File: src/hdl/rsc_pkg.sv
// Shared constants, register layouts and carrier types of the RDS status and audio control block
package rsc_pkg;

    localparam int unsigned RSC_CLK_HZ        = 50_000_000;
    localparam int unsigned RSC_MS_PER_S      = 1000;
    localparam int unsigned RSC_READY_HOLD_MS = 40;
    localparam int unsigned RSC_IRQ_LOW_MS    = 5;
    localparam int unsigned RSC_READY_HOLD_CYC =
        (RSC_CLK_HZ / RSC_MS_PER_S) * RSC_READY_HOLD_MS;
    localparam int unsigned RSC_IRQ_LOW_CYC =
        (RSC_CLK_HZ / RSC_MS_PER_S) * RSC_IRQ_LOW_MS;

    localparam int RSC_TMR_W  = 22;
    localparam int RSC_ADDR_W = 4;
    localparam int RSC_DATA_W = 16;
    localparam int RSC_BLOCKS = 4;

    localparam logic [RSC_ADDR_W-1:0] RSC_REG_CTRL   = 4'h2;
    localparam logic [RSC_ADDR_W-1:0] RSC_REG_CFG    = 4'h4;
    localparam logic [RSC_ADDR_W-1:0] RSC_REG_AUDIO  = 4'h5;
    localparam logic [RSC_ADDR_W-1:0] RSC_REG_STATUS = 4'ha;
    localparam logic [RSC_ADDR_W-1:0] RSC_REG_BLKERR = 4'hb;

    // Bit error count thresholds of the error level encoding
    localparam logic [2:0] RSC_ERR_LOW_MAX = 3'h2;
    localparam logic [2:0] RSC_ERR_MID_MAX = 3'h5;

    typedef enum logic [1:0] {
        RSC_LVL_NONE = 2'h0,
        RSC_LVL_LOW  = 2'h1,
        RSC_LVL_MID  = 2'h2,
        RSC_LVL_BAD  = 2'h3
    } rsc_err_lvl_t;

    typedef enum logic [1:0] {
        RSC_PIN_HIZ     = 2'h0,
        RSC_PIN_SPECIAL = 2'h1,
        RSC_PIN_LOW     = 2'h2,
        RSC_PIN_HIGH    = 2'h3
    } rsc_pin_fn_t;

    typedef struct packed {
        logic       audio_silence;
        logic       soft_silence_off;
        logic       force_single_channel;
        logic [5:0] rsv1;
        logic       rds_verbose_select;
        logic [5:0] rsv0;
    } rsc_ctrl_reg_t;

    typedef struct packed {
        logic        rds_irq_enable;
        logic [1:0]  rsv2;
        logic        rds_enable;
        logic        emphasis_time_select;
        logic        gain_loop_off;
        logic [1:0]  blend_range_adjust;
        logic [1:0]  rsv1;
        rsc_pin_fn_t pin_three_function;
        rsc_pin_fn_t pin_two_function;
        rsc_pin_fn_t pin_one_function;
    } rsc_cfg_reg_t;

    typedef struct packed {
        logic [1:0] soft_silence_rate;
        logic [1:0] soft_silence_depth;
        logic [2:0] rsv1;
        logic       volume_range_extend;
        logic [3:0] rsv0;
        logic [3:0] volume;
    } rsc_audio_reg_t;

    typedef struct packed {
        logic       rds_group_ready;
        logic [1:0] rsv2;
        logic       rds_sync_flag;
        logic [2:0] rsv1;
        logic       pilot_lock_flag;
        logic [1:0] block_a_error_level;
        logic [1:0] bus_mode_strap;
        logic       rsv0;
        logic [2:0] pin_level;
    } rsc_status_reg_t;

    typedef struct packed {
        logic [1:0] block_b_error_level;
        logic [1:0] block_c_error_level;
        logic [1:0] block_d_error_level;
        logic [9:0] rsv0;
    } rsc_blkerr_reg_t;

    // From the RDS decoder: one-cycle group strobe with its qualifiers
    typedef struct packed {
        logic                      group_strobe;
        logic                      group_valid;
        logic                      sync;
        logic [RSC_BLOCKS-1:0][2:0] err_cnt;
    } rsc_rds_in_t;

    typedef struct packed {
        logic       gain_loop_off;
        logic       force_single_channel;
        logic [1:0] blend_range_adjust;
        logic       emphasis_time_select;
        logic       audio_silence;
        logic [3:0] volume;
        logic       volume_range_extend;
        logic [1:0] soft_silence_rate;
        logic [1:0] soft_silence_depth;
        logic       soft_silence_off;
    } rsc_audio_ctl_t;

    typedef struct packed {
        logic [RSC_TMR_W-1:0] remain;
    } rsc_tmr_state_t;

    typedef struct packed {
        rsc_ctrl_reg_t                     ctrl;
        rsc_cfg_reg_t                      cfg;
        rsc_audio_reg_t                    audio;
        logic                              sync_flag;
        logic                              pilot_lock;
        logic [RSC_BLOCKS-1:0][1:0]        levels;
        logic [1:0]                        strap;
        logic                              strap_pending;
        logic [RSC_DATA_W-1:0]             rdata;
        logic [2:0]                        pin_out;
        logic [2:0]                        pin_oe;
    } rsc_state_t;

endpackage

File: src/hdl/rsc_hold_timer.sv
// Retriggerable hold timer: active for CYCLES cycles after each start
`timescale 1ns/1ps
module rsc_hold_timer
    import rsc_pkg::*;
#(
    parameter logic [RSC_TMR_W-1:0] CYCLES = RSC_TMR_W'(RSC_IRQ_LOW_CYC)
) (
    input  wire logic clock,
    input  wire logic nrst,
    input  wire logic start,
    output logic      active
);

    rsc_tmr_state_t state;
    rsc_tmr_state_t next_state;

    always_comb begin
        next_state = state;
        if (start) begin
            next_state.remain = CYCLES;
        end else if (state.remain != '0) begin
            next_state.remain = state.remain - 1'b1;
        end
    end

    always_ff @(posedge clock) begin
        if (!nrst) begin
            state <= '0;
        end else begin
            state <= next_state;
        end
    end

    assign active = (state.remain != '0);

endmodule

File: src/hdl/rsc_rds_ctrl.sv
// RDS reporting, general pin and audio control registers of the FM tuner core
//
// Notes on behaviour
// - RDS reporting happens only while rds_enable is set.
// - rds_verbose_select low, its reset value, selects standard reporting.
// - Standard mode: each valid group holds rds_group_ready for at least 40 ms.
// - Standard mode: irq enabled, pin two function 01, pin two low 5 ms per group.
// - Standard mode: invalid groups raise neither ready nor a pin pulse.
// - Standard mode: sync flag and all error levels read as zero.
// - rds_verbose_select high selects verbose reporting with sync and error levels.
// - Verbose mode: sync flag follows decoder block synchronisation.
// - Verbose mode: any group while synchronised holds ready for 40 ms.
// - Verbose mode: with irq enabled and pin two function 01, any group while synchronised pulses pin two low 5 ms.
// - Error level code: 0 none, 1 one-two, 2 three-five, 3 six or more.
// - Pins one and three levels at reset exit select 2-wire or 3-wire bus.
// - General pins configured by register 04h bits 5:0, with special functions on pins two and three.
// - General pins work regardless of enable bits and receive power state.
// - gain_loop_off disables the automatic gain loop.
// - pilot_lock_flag reports stereo; force_single_channel forces mono output.
// - blend_range_adjust selects the stereo to mono blend range.
// - emphasis_time_select picks 50 or 75 us de-emphasis.
// - audio_silence mutes the audio outputs.
// - Four-bit volume; volume_range_extend widens range from -28 to -58 dBFS.
// - soft_silence_rate sets attack/decay, 00 fastest; depth 00 deepest.
// - soft_silence_off disables soft mute entirely.
//
// The strobed register port and the placing of the registers were chosen for this implementation.
`timescale 1ns/1ps
module rsc_rds_ctrl
    import rsc_pkg::*;
#(
    parameter logic [RSC_TMR_W-1:0] READY_HOLD_CYCLES = RSC_TMR_W'(RSC_READY_HOLD_CYC),
    parameter logic [RSC_TMR_W-1:0] IRQ_LOW_CYCLES    = RSC_TMR_W'(RSC_IRQ_LOW_CYC)
) (
    input  wire logic                  clock,
    input  wire logic                  nrst,
    input  wire logic [RSC_ADDR_W-1:0] address,
    input  wire logic [RSC_DATA_W-1:0] write_data,
    input  wire logic                  write_strobe,
    input  wire logic                  read_strobe,
    output logic [RSC_DATA_W-1:0]      read_data,
    input  wire rsc_rds_in_t           rds_in,
    input  wire logic                  pilot_detect,
    output logic                       rds_enable,
    output logic                       rds_group_ready,
    output rsc_audio_ctl_t             audio_ctl,
    output logic [1:0]                 bus_mode_strap,
    input  wire logic                  general_pin_one_in,
    output logic                       general_pin_one_out,
    output logic                       general_pin_one_oe,
    input  wire logic                  general_pin_two_in,
    output logic                       general_pin_two_out,
    output logic                       general_pin_two_oe,
    input  wire logic                  general_pin_three_in,
    output logic                       general_pin_three_out,
    output logic                       general_pin_three_oe
);

    rsc_state_t      state;
    rsc_state_t      next_state;
    logic            verbose;
    logic            group_event;
    logic            irq_armed;
    logic            irq_start;
    logic            ready_active;
    logic            irq_active;
    rsc_status_reg_t status_view;
    rsc_blkerr_reg_t blkerr_view;

    function automatic rsc_err_lvl_t err_level(input logic [2:0] cnt);
        if (cnt == '0) begin
            return RSC_LVL_NONE;
        end else if (cnt <= RSC_ERR_LOW_MAX) begin
            return RSC_LVL_LOW;
        end else if (cnt <= RSC_ERR_MID_MAX) begin
            return RSC_LVL_MID;
        end
        return RSC_LVL_BAD;
    endfunction

    // Returns {oe, out} for one general pin
    function automatic logic [1:0] pin_drive(input rsc_pin_fn_t fn,
                                             input logic special_on,
                                             input logic special_level);
        unique case (fn)
            RSC_PIN_HIZ:     return 2'h0;
            RSC_PIN_SPECIAL: return {special_on, special_level};
            RSC_PIN_LOW:     return 2'h2;
            RSC_PIN_HIGH:    return 2'h3;
        endcase
    endfunction

    assign verbose = state.ctrl.rds_verbose_select;
    // Standard mode counts valid groups, verbose mode any group while in sync
    assign group_event = state.cfg.rds_enable && rds_in.group_strobe &&
                         (verbose ? rds_in.sync : rds_in.group_valid);
    assign irq_armed = state.cfg.rds_irq_enable &&
                       (state.cfg.pin_two_function == RSC_PIN_SPECIAL);
    assign irq_start = group_event && irq_armed;

    rsc_hold_timer #(
        .CYCLES (READY_HOLD_CYCLES)
    ) u_ready_timer (
        .clock  (clock),
        .nrst   (nrst),
        .start  (group_event),
        .active (ready_active)
    );

    rsc_hold_timer #(
        .CYCLES (IRQ_LOW_CYCLES)
    ) u_irq_timer (
        .clock  (clock),
        .nrst   (nrst),
        .start  (irq_start),
        .active (irq_active)
    );

    always_comb begin
        status_view                     = '0;
        status_view.rds_group_ready     = ready_active;
        status_view.pilot_lock_flag     = state.pilot_lock;
        status_view.bus_mode_strap      = state.strap;
        status_view.pin_level           = {general_pin_three_in, general_pin_two_in,
                                           general_pin_one_in};
        blkerr_view                     = '0;
        // Sync and error levels only visible in verbose mode
        if (verbose) begin
            status_view.rds_sync_flag       = state.sync_flag;
            status_view.block_a_error_level = state.levels[0];
            blkerr_view.block_b_error_level = state.levels[1];
            blkerr_view.block_c_error_level = state.levels[2];
            blkerr_view.block_d_error_level = state.levels[3];
        end
    end

    always_comb begin
        next_state = state;

        // Register writes; reserved bits are kept at zero
        if (write_strobe) begin
            unique case (address)
                RSC_REG_CTRL: begin
                    next_state.ctrl      = rsc_ctrl_reg_t'(write_data);
                    next_state.ctrl.rsv0 = '0;
                    next_state.ctrl.rsv1 = '0;
                end
                RSC_REG_CFG: begin
                    next_state.cfg      = rsc_cfg_reg_t'(write_data);
                    next_state.cfg.rsv1 = '0;
                    next_state.cfg.rsv2 = '0;
                end
                RSC_REG_AUDIO: begin
                    next_state.audio      = rsc_audio_reg_t'(write_data);
                    next_state.audio.rsv0 = '0;
                    next_state.audio.rsv1 = '0;
                end
                default: begin
                end
            endcase
        end

        // Read data stands only in the cycle after the strobe
        next_state.rdata = '0;
        if (read_strobe) begin
            unique case (address)
                RSC_REG_CTRL:   next_state.rdata = RSC_DATA_W'(state.ctrl);
                RSC_REG_CFG:    next_state.rdata = RSC_DATA_W'(state.cfg);
                RSC_REG_AUDIO:  next_state.rdata = RSC_DATA_W'(state.audio);
                RSC_REG_STATUS: next_state.rdata = RSC_DATA_W'(status_view);
                RSC_REG_BLKERR: next_state.rdata = RSC_DATA_W'(blkerr_view);
                default:        next_state.rdata = '0;
            endcase
        end

        next_state.sync_flag = state.cfg.rds_enable && verbose && rds_in.sync;

        if (group_event && verbose) begin
            for (int i = 0; i < RSC_BLOCKS; i++) begin
                next_state.levels[i] = err_level(rds_in.err_cnt[i]);
            end
        end

        // Forced mono reports as mono
        next_state.pilot_lock = pilot_detect &&
                                !state.ctrl.force_single_channel;

        // Strap levels caught in the first cycle after reset release
        next_state.strap_pending = 1'b0;
        if (state.strap_pending) begin
            next_state.strap = {general_pin_three_in, general_pin_one_in};
        end

        // Pin drivers run independently of the RDS and power enables
        {next_state.pin_oe[0], next_state.pin_out[0]} =
            pin_drive(state.cfg.pin_one_function, 1'b0, 1'b0);
        {next_state.pin_oe[1], next_state.pin_out[1]} =
            pin_drive(state.cfg.pin_two_function, 1'b1,
                      !(state.cfg.rds_irq_enable && irq_active));
        {next_state.pin_oe[2], next_state.pin_out[2]} =
            pin_drive(state.cfg.pin_three_function, 1'b1, state.pilot_lock);
    end

    always_ff @(posedge clock) begin
        if (!nrst) begin
            state               <= '0;
            state.strap_pending <= 1'b1;
        end else begin
            state <= next_state;
        end
    end

    assign read_data             = state.rdata;
    assign rds_enable            = state.cfg.rds_enable;
    assign rds_group_ready       = ready_active;
    assign bus_mode_strap        = state.strap;
    assign general_pin_one_out   = state.pin_out[0];
    assign general_pin_one_oe    = state.pin_oe[0];
    assign general_pin_two_out   = state.pin_out[1];
    assign general_pin_two_oe    = state.pin_oe[1];
    assign general_pin_three_out = state.pin_out[2];
    assign general_pin_three_oe  = state.pin_oe[2];

    always_comb begin
        audio_ctl                      = '0;
        audio_ctl.gain_loop_off        = state.cfg.gain_loop_off;
        audio_ctl.force_single_channel = state.ctrl.force_single_channel;
        audio_ctl.blend_range_adjust   = state.cfg.blend_range_adjust;
        audio_ctl.emphasis_time_select = state.cfg.emphasis_time_select;
        audio_ctl.audio_silence        = state.ctrl.audio_silence;
        audio_ctl.volume               = state.audio.volume;
        audio_ctl.volume_range_extend  = state.audio.volume_range_extend;
        audio_ctl.soft_silence_rate    = state.audio.soft_silence_rate;
        audio_ctl.soft_silence_depth   = state.audio.soft_silence_depth;
        audio_ctl.soft_silence_off     = state.ctrl.soft_silence_off;
    end

    // Length of the current ready hold, for checking only
    logic [RSC_TMR_W-1:0] hold_len;
    rsc_status_reg_t      status_seen;

    assign status_seen = rsc_status_reg_t'(read_data);

    always_ff @(posedge clock) begin
        if (!nrst) begin
            hold_len <= '0;
        end else if (ready_active) begin
            hold_len <= hold_len + 1'b1;
        end else begin
            hold_len <= '0;
        end
    end

    a_ready_on_group: assert property (
        @(posedge clock) disable iff (!nrst)
        (state.cfg.rds_enable && !verbose && rds_in.group_strobe && rds_in.group_valid)
        |=> rds_group_ready
    ) else $error("ready not raised after valid group");

    a_ready_min_hold: assert property (
        @(posedge clock) disable iff (!nrst)
        $fell(ready_active) |-> (hold_len >= READY_HOLD_CYCLES)
    ) else $error("ready hold shorter than minimum");

    a_std_invalid_quiet: assert property (
        @(posedge clock) disable iff (!nrst)
        (!verbose && rds_in.group_strobe && !rds_in.group_valid && !ready_active)
        |=> !ready_active
    ) else $error("invalid group raised ready");

    a_disabled_no_ready: assert property (
        @(posedge clock) disable iff (!nrst)
        (!state.cfg.rds_enable && !ready_active) |=> !ready_active
    ) else $error("ready raised while reporting disabled");

    a_pin_two_pulse: assert property (
        @(posedge clock) disable iff (!nrst)
        (group_event && irq_armed && !write_strobe)
        |-> ##2 (general_pin_two_oe && !general_pin_two_out) [*8]
    ) else $error("pin two did not pulse low after group");

    a_pin_two_rest: assert property (
        @(posedge clock) disable iff (!nrst)
        ($past(state.cfg.pin_two_function) == RSC_PIN_SPECIAL && !$past(irq_active))
        |-> (general_pin_two_oe && general_pin_two_out)
    ) else $error("pin two low outside pulse");

    a_std_zero_reads: assert property (
        @(posedge clock) disable iff (!nrst)
        (read_strobe && !verbose && address == RSC_REG_BLKERR) |=> (read_data == '0)
    ) else $error("error levels nonzero in standard mode");

    a_sync_follow: assert property (
        @(posedge clock) disable iff (!nrst)
        (verbose && state.cfg.rds_enable && rds_in.sync && !write_strobe)
        |=> state.sync_flag ##1 (state.sync_flag == $past(rds_in.sync))
    ) else $error("sync flag does not follow decoder");

    a_mono_forced: assert property (
        @(posedge clock) disable iff (!nrst)
        state.ctrl.force_single_channel |=> !state.pilot_lock
    ) else $error("stereo reported while mono forced");

    a_strap_capture: assert property (
        @(posedge clock) disable iff (!nrst)
        (nrst && state.strap_pending)
        |=> (bus_mode_strap == {$past(general_pin_three_in), $past(general_pin_one_in)})
    ) else $error("bus mode strap not captured");

    a_level_uncorrectable: assert property (
        @(posedge clock) disable iff (!nrst)
        (group_event && verbose && rds_in.err_cnt[3] > RSC_ERR_MID_MAX)
        |=> (state.levels[3] == RSC_LVL_BAD)
    ) else $error("six or more errors not marked uncorrectable");

    a_std_status_zero: assert property (
        @(posedge clock) disable iff (!nrst)
        (read_strobe && !verbose && address == RSC_REG_STATUS)
        |=> (status_seen.rds_sync_flag == 1'b0 && status_seen.block_a_error_level == '0)
    ) else $error("sync or level A nonzero in standard mode");

    a_unsynced_quiet: assert property (
        @(posedge clock) disable iff (!nrst)
        (verbose && rds_in.group_strobe && !rds_in.sync && !ready_active)
        |=> !ready_active
    ) else $error("ready raised by unsynchronised group");

    a_irq_off_high: assert property (
        @(posedge clock) disable iff (!nrst)
        (state.cfg.pin_two_function == RSC_PIN_SPECIAL && !state.cfg.rds_irq_enable)
        |=> (general_pin_two_oe && general_pin_two_out)
    ) else $error("pin two low with interrupt disabled");

    a_pin_one_drive: assert property (
        @(posedge clock) disable iff (!nrst)
        (state.cfg.pin_one_function == RSC_PIN_LOW)
        |=> (general_pin_one_oe && !general_pin_one_out)
    ) else $error("pin one not driven low");

    a_pin_three_stereo: assert property (
        @(posedge clock) disable iff (!nrst)
        (state.cfg.pin_three_function == RSC_PIN_SPECIAL)
        |=> (general_pin_three_oe && general_pin_three_out == $past(state.pilot_lock))
    ) else $error("pin three does not show stereo status");

    a_std_sync_clear: assert property (
        @(posedge clock) disable iff (!nrst)
        !verbose |=> !state.sync_flag
    ) else $error("sync flag set in standard mode");

endmodule

File: config.mk
export PLATFORM = sky130hd
export DESIGN_NAME = rsc_rds_ctrl
export DESIGN_NICKNAME = d
export VERILOG_FILES = /design/src/hdl/rsc_pkg.sv /design/src/hdl/rsc_hold_timer.sv /design/src/hdl/rsc_rds_ctrl.sv
export SDC_FILE = /design/constraint.sdc
export NUM_CORES = 1
export LEC_CHECK = 0
export BUFFER_PORTS_ARGS = -buffer_cell sky130_fd_sc_hd__buf_2
export CORE_ASPECT_RATIO = 1.1
export CORE_UTILIZATION = 58
export DETAILED_ROUTE_END_ITERATION = 8
export HOLD_SLACK_MARGIN = 0.02
export PLACE_DENSITY = 0.95
export SLEW_MARGIN = 15
export SYNTH_ARGS = -nofsm -noshare
export SYNTH_HDL_FRONTEND = slang
export SYNTH_SLANG_ARGS = --single-unit
File: constraint.sdc
create_clock -name clock -period 3.8 [get_ports clock]
set_input_delay 0.76 -clock clock [delete_from_list [all_inputs] [get_ports clock]]
set_output_delay 0.76 -clock clock [all_outputs]
set_load 0.05 [all_outputs]
Yosys cells after proc, flatten, opt, wreduce, memory -nomap -nowiden

Index checks and enable logic that the tools add are counted.

Reduce and logical (&&, ||, !) cells: 29
Magnitude comparators: 8
Mux-type cells: 46
Eq/ne operators: 14
$add $sub $neg: 2
Bitwise operators: 1

Operator list:

| kind                  | count |
|---|---|
| $pmux 16 s5           | 1 |
| $reduce_bool 22->1    | 2 |
| $sub 22x1->22 const B | 2 |
| $mux 21               | 2 |
| $mux 18               | 2 |
| $mux 2                | 17 |
| $mux 23               | 1 |
| $mux 1                | 18 |
| $mux 16               | 1 |
| $pmux 2 s4            | 2 |
| $eq 2x2->1 const B    | 6 |
| $le 3x2->1 const B    | 4 |
| $le 3x3->1 const B    | 4 |
| $logic_not 3->1       | 4 |
| $logic_and 1x1->1     | 9 |
| $eq 4x3->1 const B    | 2 |
| $eq 4x4->1 const B    | 2 |
| $reduce_and 2->1      | 4 |
| $eq 2x1->1 const B    | 3 |
| $logic_not 2->1       | 3 |
| $mux 6                | 1 |
| $pmux 2 s3            | 1 |
| $reduce_or 2->1       | 3 |
| $eq 4x2->1 const B    | 1 |
| other kinds (3)       | 5 |

Word-level logic and storage cells: 131
Input port bits: 43
Register bits: 104
Output and inout port bits: 42

Logic depth before layout (Yosys ltp)

Word-level depth: 6
Mapped depth: 9
Gate-level depth less buffers: 7

Cells and area by module

A second synthesis with hierarchy kept.

Cell total of the unflattened synthesis: 583
Area total of the unflattened synthesis: 5182.5 sq um

By module, submodules not included:

| module                         | sequential area each (sq um) | area each (sq um) | cells an instance | times used |
|---|---|---|---|---|
| rsc_rds_ctrl                   | 1201.2                       | 2830.2            | 318               | 1 |
| rsc_hold_timer (u_ready_timer) | 440.4                        | 1237.4            | 142               | 1 |
| rsc_hold_timer (u_irq_timer)   | 440.4                        | 1114.8            | 123               | 1 |

Worst setup path after synthesis

Ideal clock, no wire load.

Kind: register to output
Start: register u_ready_timer.state[5] (netlist name)
End: output rds_group_ready
Data required time: 3040 ps
Cell stages (with the launch flop): 6
Arrival time: 1938 ps
Setup slack: 1102 ps
Path buffers: 2
Path through: dfxtp_1 > or4_4 > or4_1 > clkbuf_2 > or2_0 > buf_2

Cells in the longest elaborated chain, start to end: 1

Ends and longest elaborated chain:

| item                   | RTL line             | source |
|---|---|---|
| from (decl)            | rsc_hold_timer.sv:14 | `rsc_tmr_state_t state;` |
| from (signal assigned) | rsc_hold_timer.sv:30 | `state <= next_state;` |
| $reduce_bool 22->1     | rsc_hold_timer.sv:34 | `assign active = (state.remain != '0);` |
| to (decl)              | rsc_rds_ctrl.sv:45   | `output logic rds_group_ready,` |

Every way passes these cells.

Final worst setup path

Ends and elaborated chain as after synthesis.

==> qor.csv <==
stage,metric,value,unit
detailed_routing,Pre-Repair DR Iteration Count,5,
sta,setup TNS,0,ns
synth,Synth async-reset ratio,0,
setup_path,Critical Path End Type,primary output,
setup_path,Max Fanout on Critical Path,7,
clocking,Max Root-Sink Buffers,2,
clocking,CTS Hold Bufs,0,
clocking,total CTS buffers,9,
run,max-cap viol count,0,
synth,syn avg cell area,8.49,um2
detailed_routing,Detail Route Antenna Nets,0,
detailed_routing,WL/cell,15.2,um
global_route,initial antenna violation count,0,
sta,Final Hold Fails,0,
floorplan,number of cell rows,33,
clocking,"CTS clk-pin slew, worst paths",0.10,ns
clocking,CTS HTree Levels,3,
cells_and_area,Area growth syn-to-layout,9.10,%
synth,area share of the largest cell type after synthesis,0.448,
synth,ys flop type,dfxtp_1,
synth,YS warnings,0,
power_and_ir_drop,VDD IR max,0.355,mV
sta,final setup fails,0,
synth,Synth Instances,547,
sta,Max Fclk,293,MHz
placed_design,GPL Wtd Cong,0.853,
detailed_routing,DR vias/cell,5.88,
clocking,"Clk Latency, worst-skew pair",0.37,ns
clocking,clk sink count,104,
detailed_routing,final wirelength,10600,um
global_route,number of global-route vias before repair,3839,
detailed_routing,DR vias,4096,
synth,syn_nets,593,
sta,worst slew pin tran,0.954,ns
sta,Slew headroom,0.362,
setup_path,arrival time at the worst endpoint,2.65,ns
placed_design,# port buffers,83,
global_route,first-pass GRT wire length,17400,um
clocking,CTS Root Cell,clkbuf_8,
clocking,CTS tree,built,
floorplan,IO Count,85,
floorplan,Die X-Extent,87.3,um
synth,"top cells by area, synth","dfxtp_1 (45%), nor2_1 (6.2%), buf_4 (5.5%)",
setup_path,r2r startpoint,u_ready_timer.state[5]$_SDFFE_PP0P_,
cells_and_area,# diodes,0,
global_route,largest net degree at the start of global routing,28,
synth,register area share after synthesis,0.448,
detailed_routing,Residual DRC,0,
power_and_ir_drop,Leak,2.05,nW
clocking,Post-CTS Resized,0,
cells_and_area,fraction of layout cells with a size suffix above 1,0.199,
sta,"Slew Viols, Final",0,
cells_and_area,"Core Util, Final",0.667,
setup_path,CP Class,reg2out,
status,status,finished clean,
hold_path,worst hold stages,2,
setup_path,Worst R2R Path Depth,5,
sta,RSZ-0062 raised after global routing,no,
synth,number of flops mapped to enable cells by yosys,0,
cells_and_area,Final nets,633,
floorplan,core region area,7600,um2
detailed_routing,Starting DRT DRC Count,203,
setup_path,CP startpoint kind,flop,
sta,final setup skew,0.0163,ns
hold_path,worst hold-check path type,reg2reg,
sta,post-route clock period utilization,0.897,
clocking,# Post-CTS Setup Buffers,0,
floorplan,Initial Utilization,0.611,
sta,"Min Clock Period, post-route",3.41,ns
setup_path,Critical Path Start,u_ready_timer.state[5]$_SDFFE_PP0P_,
synth,Yosys cell types,51,
synth,#FFs+latches synth,104,
power_and_ir_drop,cell area power density,765,nW/um2
floorplan,DIE AREA,8370,um2
placed_design,hpwl dp,7320,um
global_route,GRT overflow,0,
synth,synthesized cell area,4650,um2
global_route,Tot GR Track Use,0.266,
setup_path,"Req. time, crit path",3.04,ns
synth,cell taking the most area after synthesis,dfxtp_1,
hold_path,hold_sp,state[26]$_SDFFE_PN0P_,
floorplan,height of the die,95.9,um
-- critical path, stage by stage (launching register included) --
cell     delay, ns
dfxtp_1       0.37
or4_4         0.57
or4_1         0.66
or2_0         0.40
buf_2         0.28
-- registers in the layout (all words and copies together) (netlist names) --
name	cells
audio_ctl	16
bus_mode_strap	2
general_pin_one_oe	1
general_pin_one_out	1
general_pin_three_oe	1
general_pin_three_out	1
general_pin_two_oe	1
general_pin_two_out	1
rds_enable	1
read_data	16
state	18
u_irq_timer.state	22
u_ready_timer.state	22
verbose	1
-- kinds of logic (layout without fill, tap and decap cells) --
logic type / count (synthesis) / count (layout) / share of synthesized area
AND/OR/NAND/NOR: 227 / 227 / 0.241
AO/OA/AOI/OAI: 105 / 105 / 0.142
adder cells (fa/ha/maj): 3 / 3 / 0.00808
flip-flops: 104 / 104 / 0.448
XOR/XNOR: 33 / 33 / 0.0622
buffers and inverters: 68 / 113 / 0.0829
multiplexers: 7 / 7 / 0.0151
-- where the power goes --
group / internal (mW) / leakage [nW] / switching (mW)
clock network: 0.254 / 0.0945 / 0.407
logic: 0.696 / 1.11 / 1.00
registers: 1.30 / 0.845 / 0.219
total: 2.25 / 2.05 / 1.63
-- cell usage in the layout (no fill, tap or decap), drive strengths merged, types with 4 or more instances in the layout --
cell and instances:
a22oi 7, buf 88, nand2 52, or3 8, nand4 4, or4 8, dfxtp 104, clkbuf 9
nand3 21, a211oi 10, nor2 77, a222oi 5, xnor2 10, nor4b 4, nor2b 8, inv 13
and2 4, mux2i 7, a21oi 48, nor4 9, xor2 23, nor3 9, o211ai 6, or2 6
o31ai 4, nor3b 5, o21ai 13
-- synthesized netlist by cell type (2+ instances only) --
library cell	n
a222oi_1	5
nand4_1	4
and2_1	4
nand3_1	21
clkbuf_1	23
or4_1	6
nor4b_1	4
ha_1	3
o21ai_0	13
a31oi_1	3
nand4b_1	2
mux2i_1	7
nor3_1	9
or4_4	2
nand2b_1	3
a22oi_1	7
a211oi_1	10
nor2b_1	8
xnor2_1	10
nor2_1	77
or2_2	5
inv_1	8
a21oi_1	48
o211ai_1	6
nand3b_1	3
xor2_1	23
buf_4	34
or3_1	7
nand2_1	52
o31ai_1	4
dfxtp_1	104
nor3b_1	5
nor4_1	8
a21boi_0	2
-- cell type report --
cell class              count  area, um2
fillers                   607       2530
multi-input cells         375       2180
flip-flops and latches    104       2080
repair buffers             88        453
well taps                 105        131
clock buffers               9        124
clock inverters             7       61.3
inverters                   9       33.8
-- per-layer routing --
metal	wire length, um	vias up	GRT usage
met5	0	-	0
met4	294	0	0.148
met3	752	29	0.0669
met2	5300	172	0.458
met1	4250	1937	0.302
li1	-	1958	-
-- per-stage QoR --
stage	power (mW)	hold slack, ns	cells	setup WS [ns]	cell area [um2]
2_1_floorplan	2.83	0.422	547	1.10	4650
3_3_place_gp	3.09	0.433	681	0.827	4880
3_5_place_dp	3.18	0.441	681	0.784	4880
4_1_cts	3.86	0.455	697	0.364	5070
5_1_grt	4.16	0.462	697	0.238	5070
6_report	3.88	0.460	697	0.391	5070
-- path summary, 6_finish.rpt --
| path | slack, ns | endpoint |
|---|---|---|
| setup reg to reg | 1.35 | u_ready_timer.state[7]$_SDFFE_PN0P_ |
| hold reg to reg | 0.46 | read_data[7]$_SDFF_PN0_ |
| setup / recovery | 0.39 | rds_group_ready |
| hold / removal | 0.46 | read_data[7]$_SDFF_PN0_ |
No activity file was read; power rests on OpenSTA's default activity.
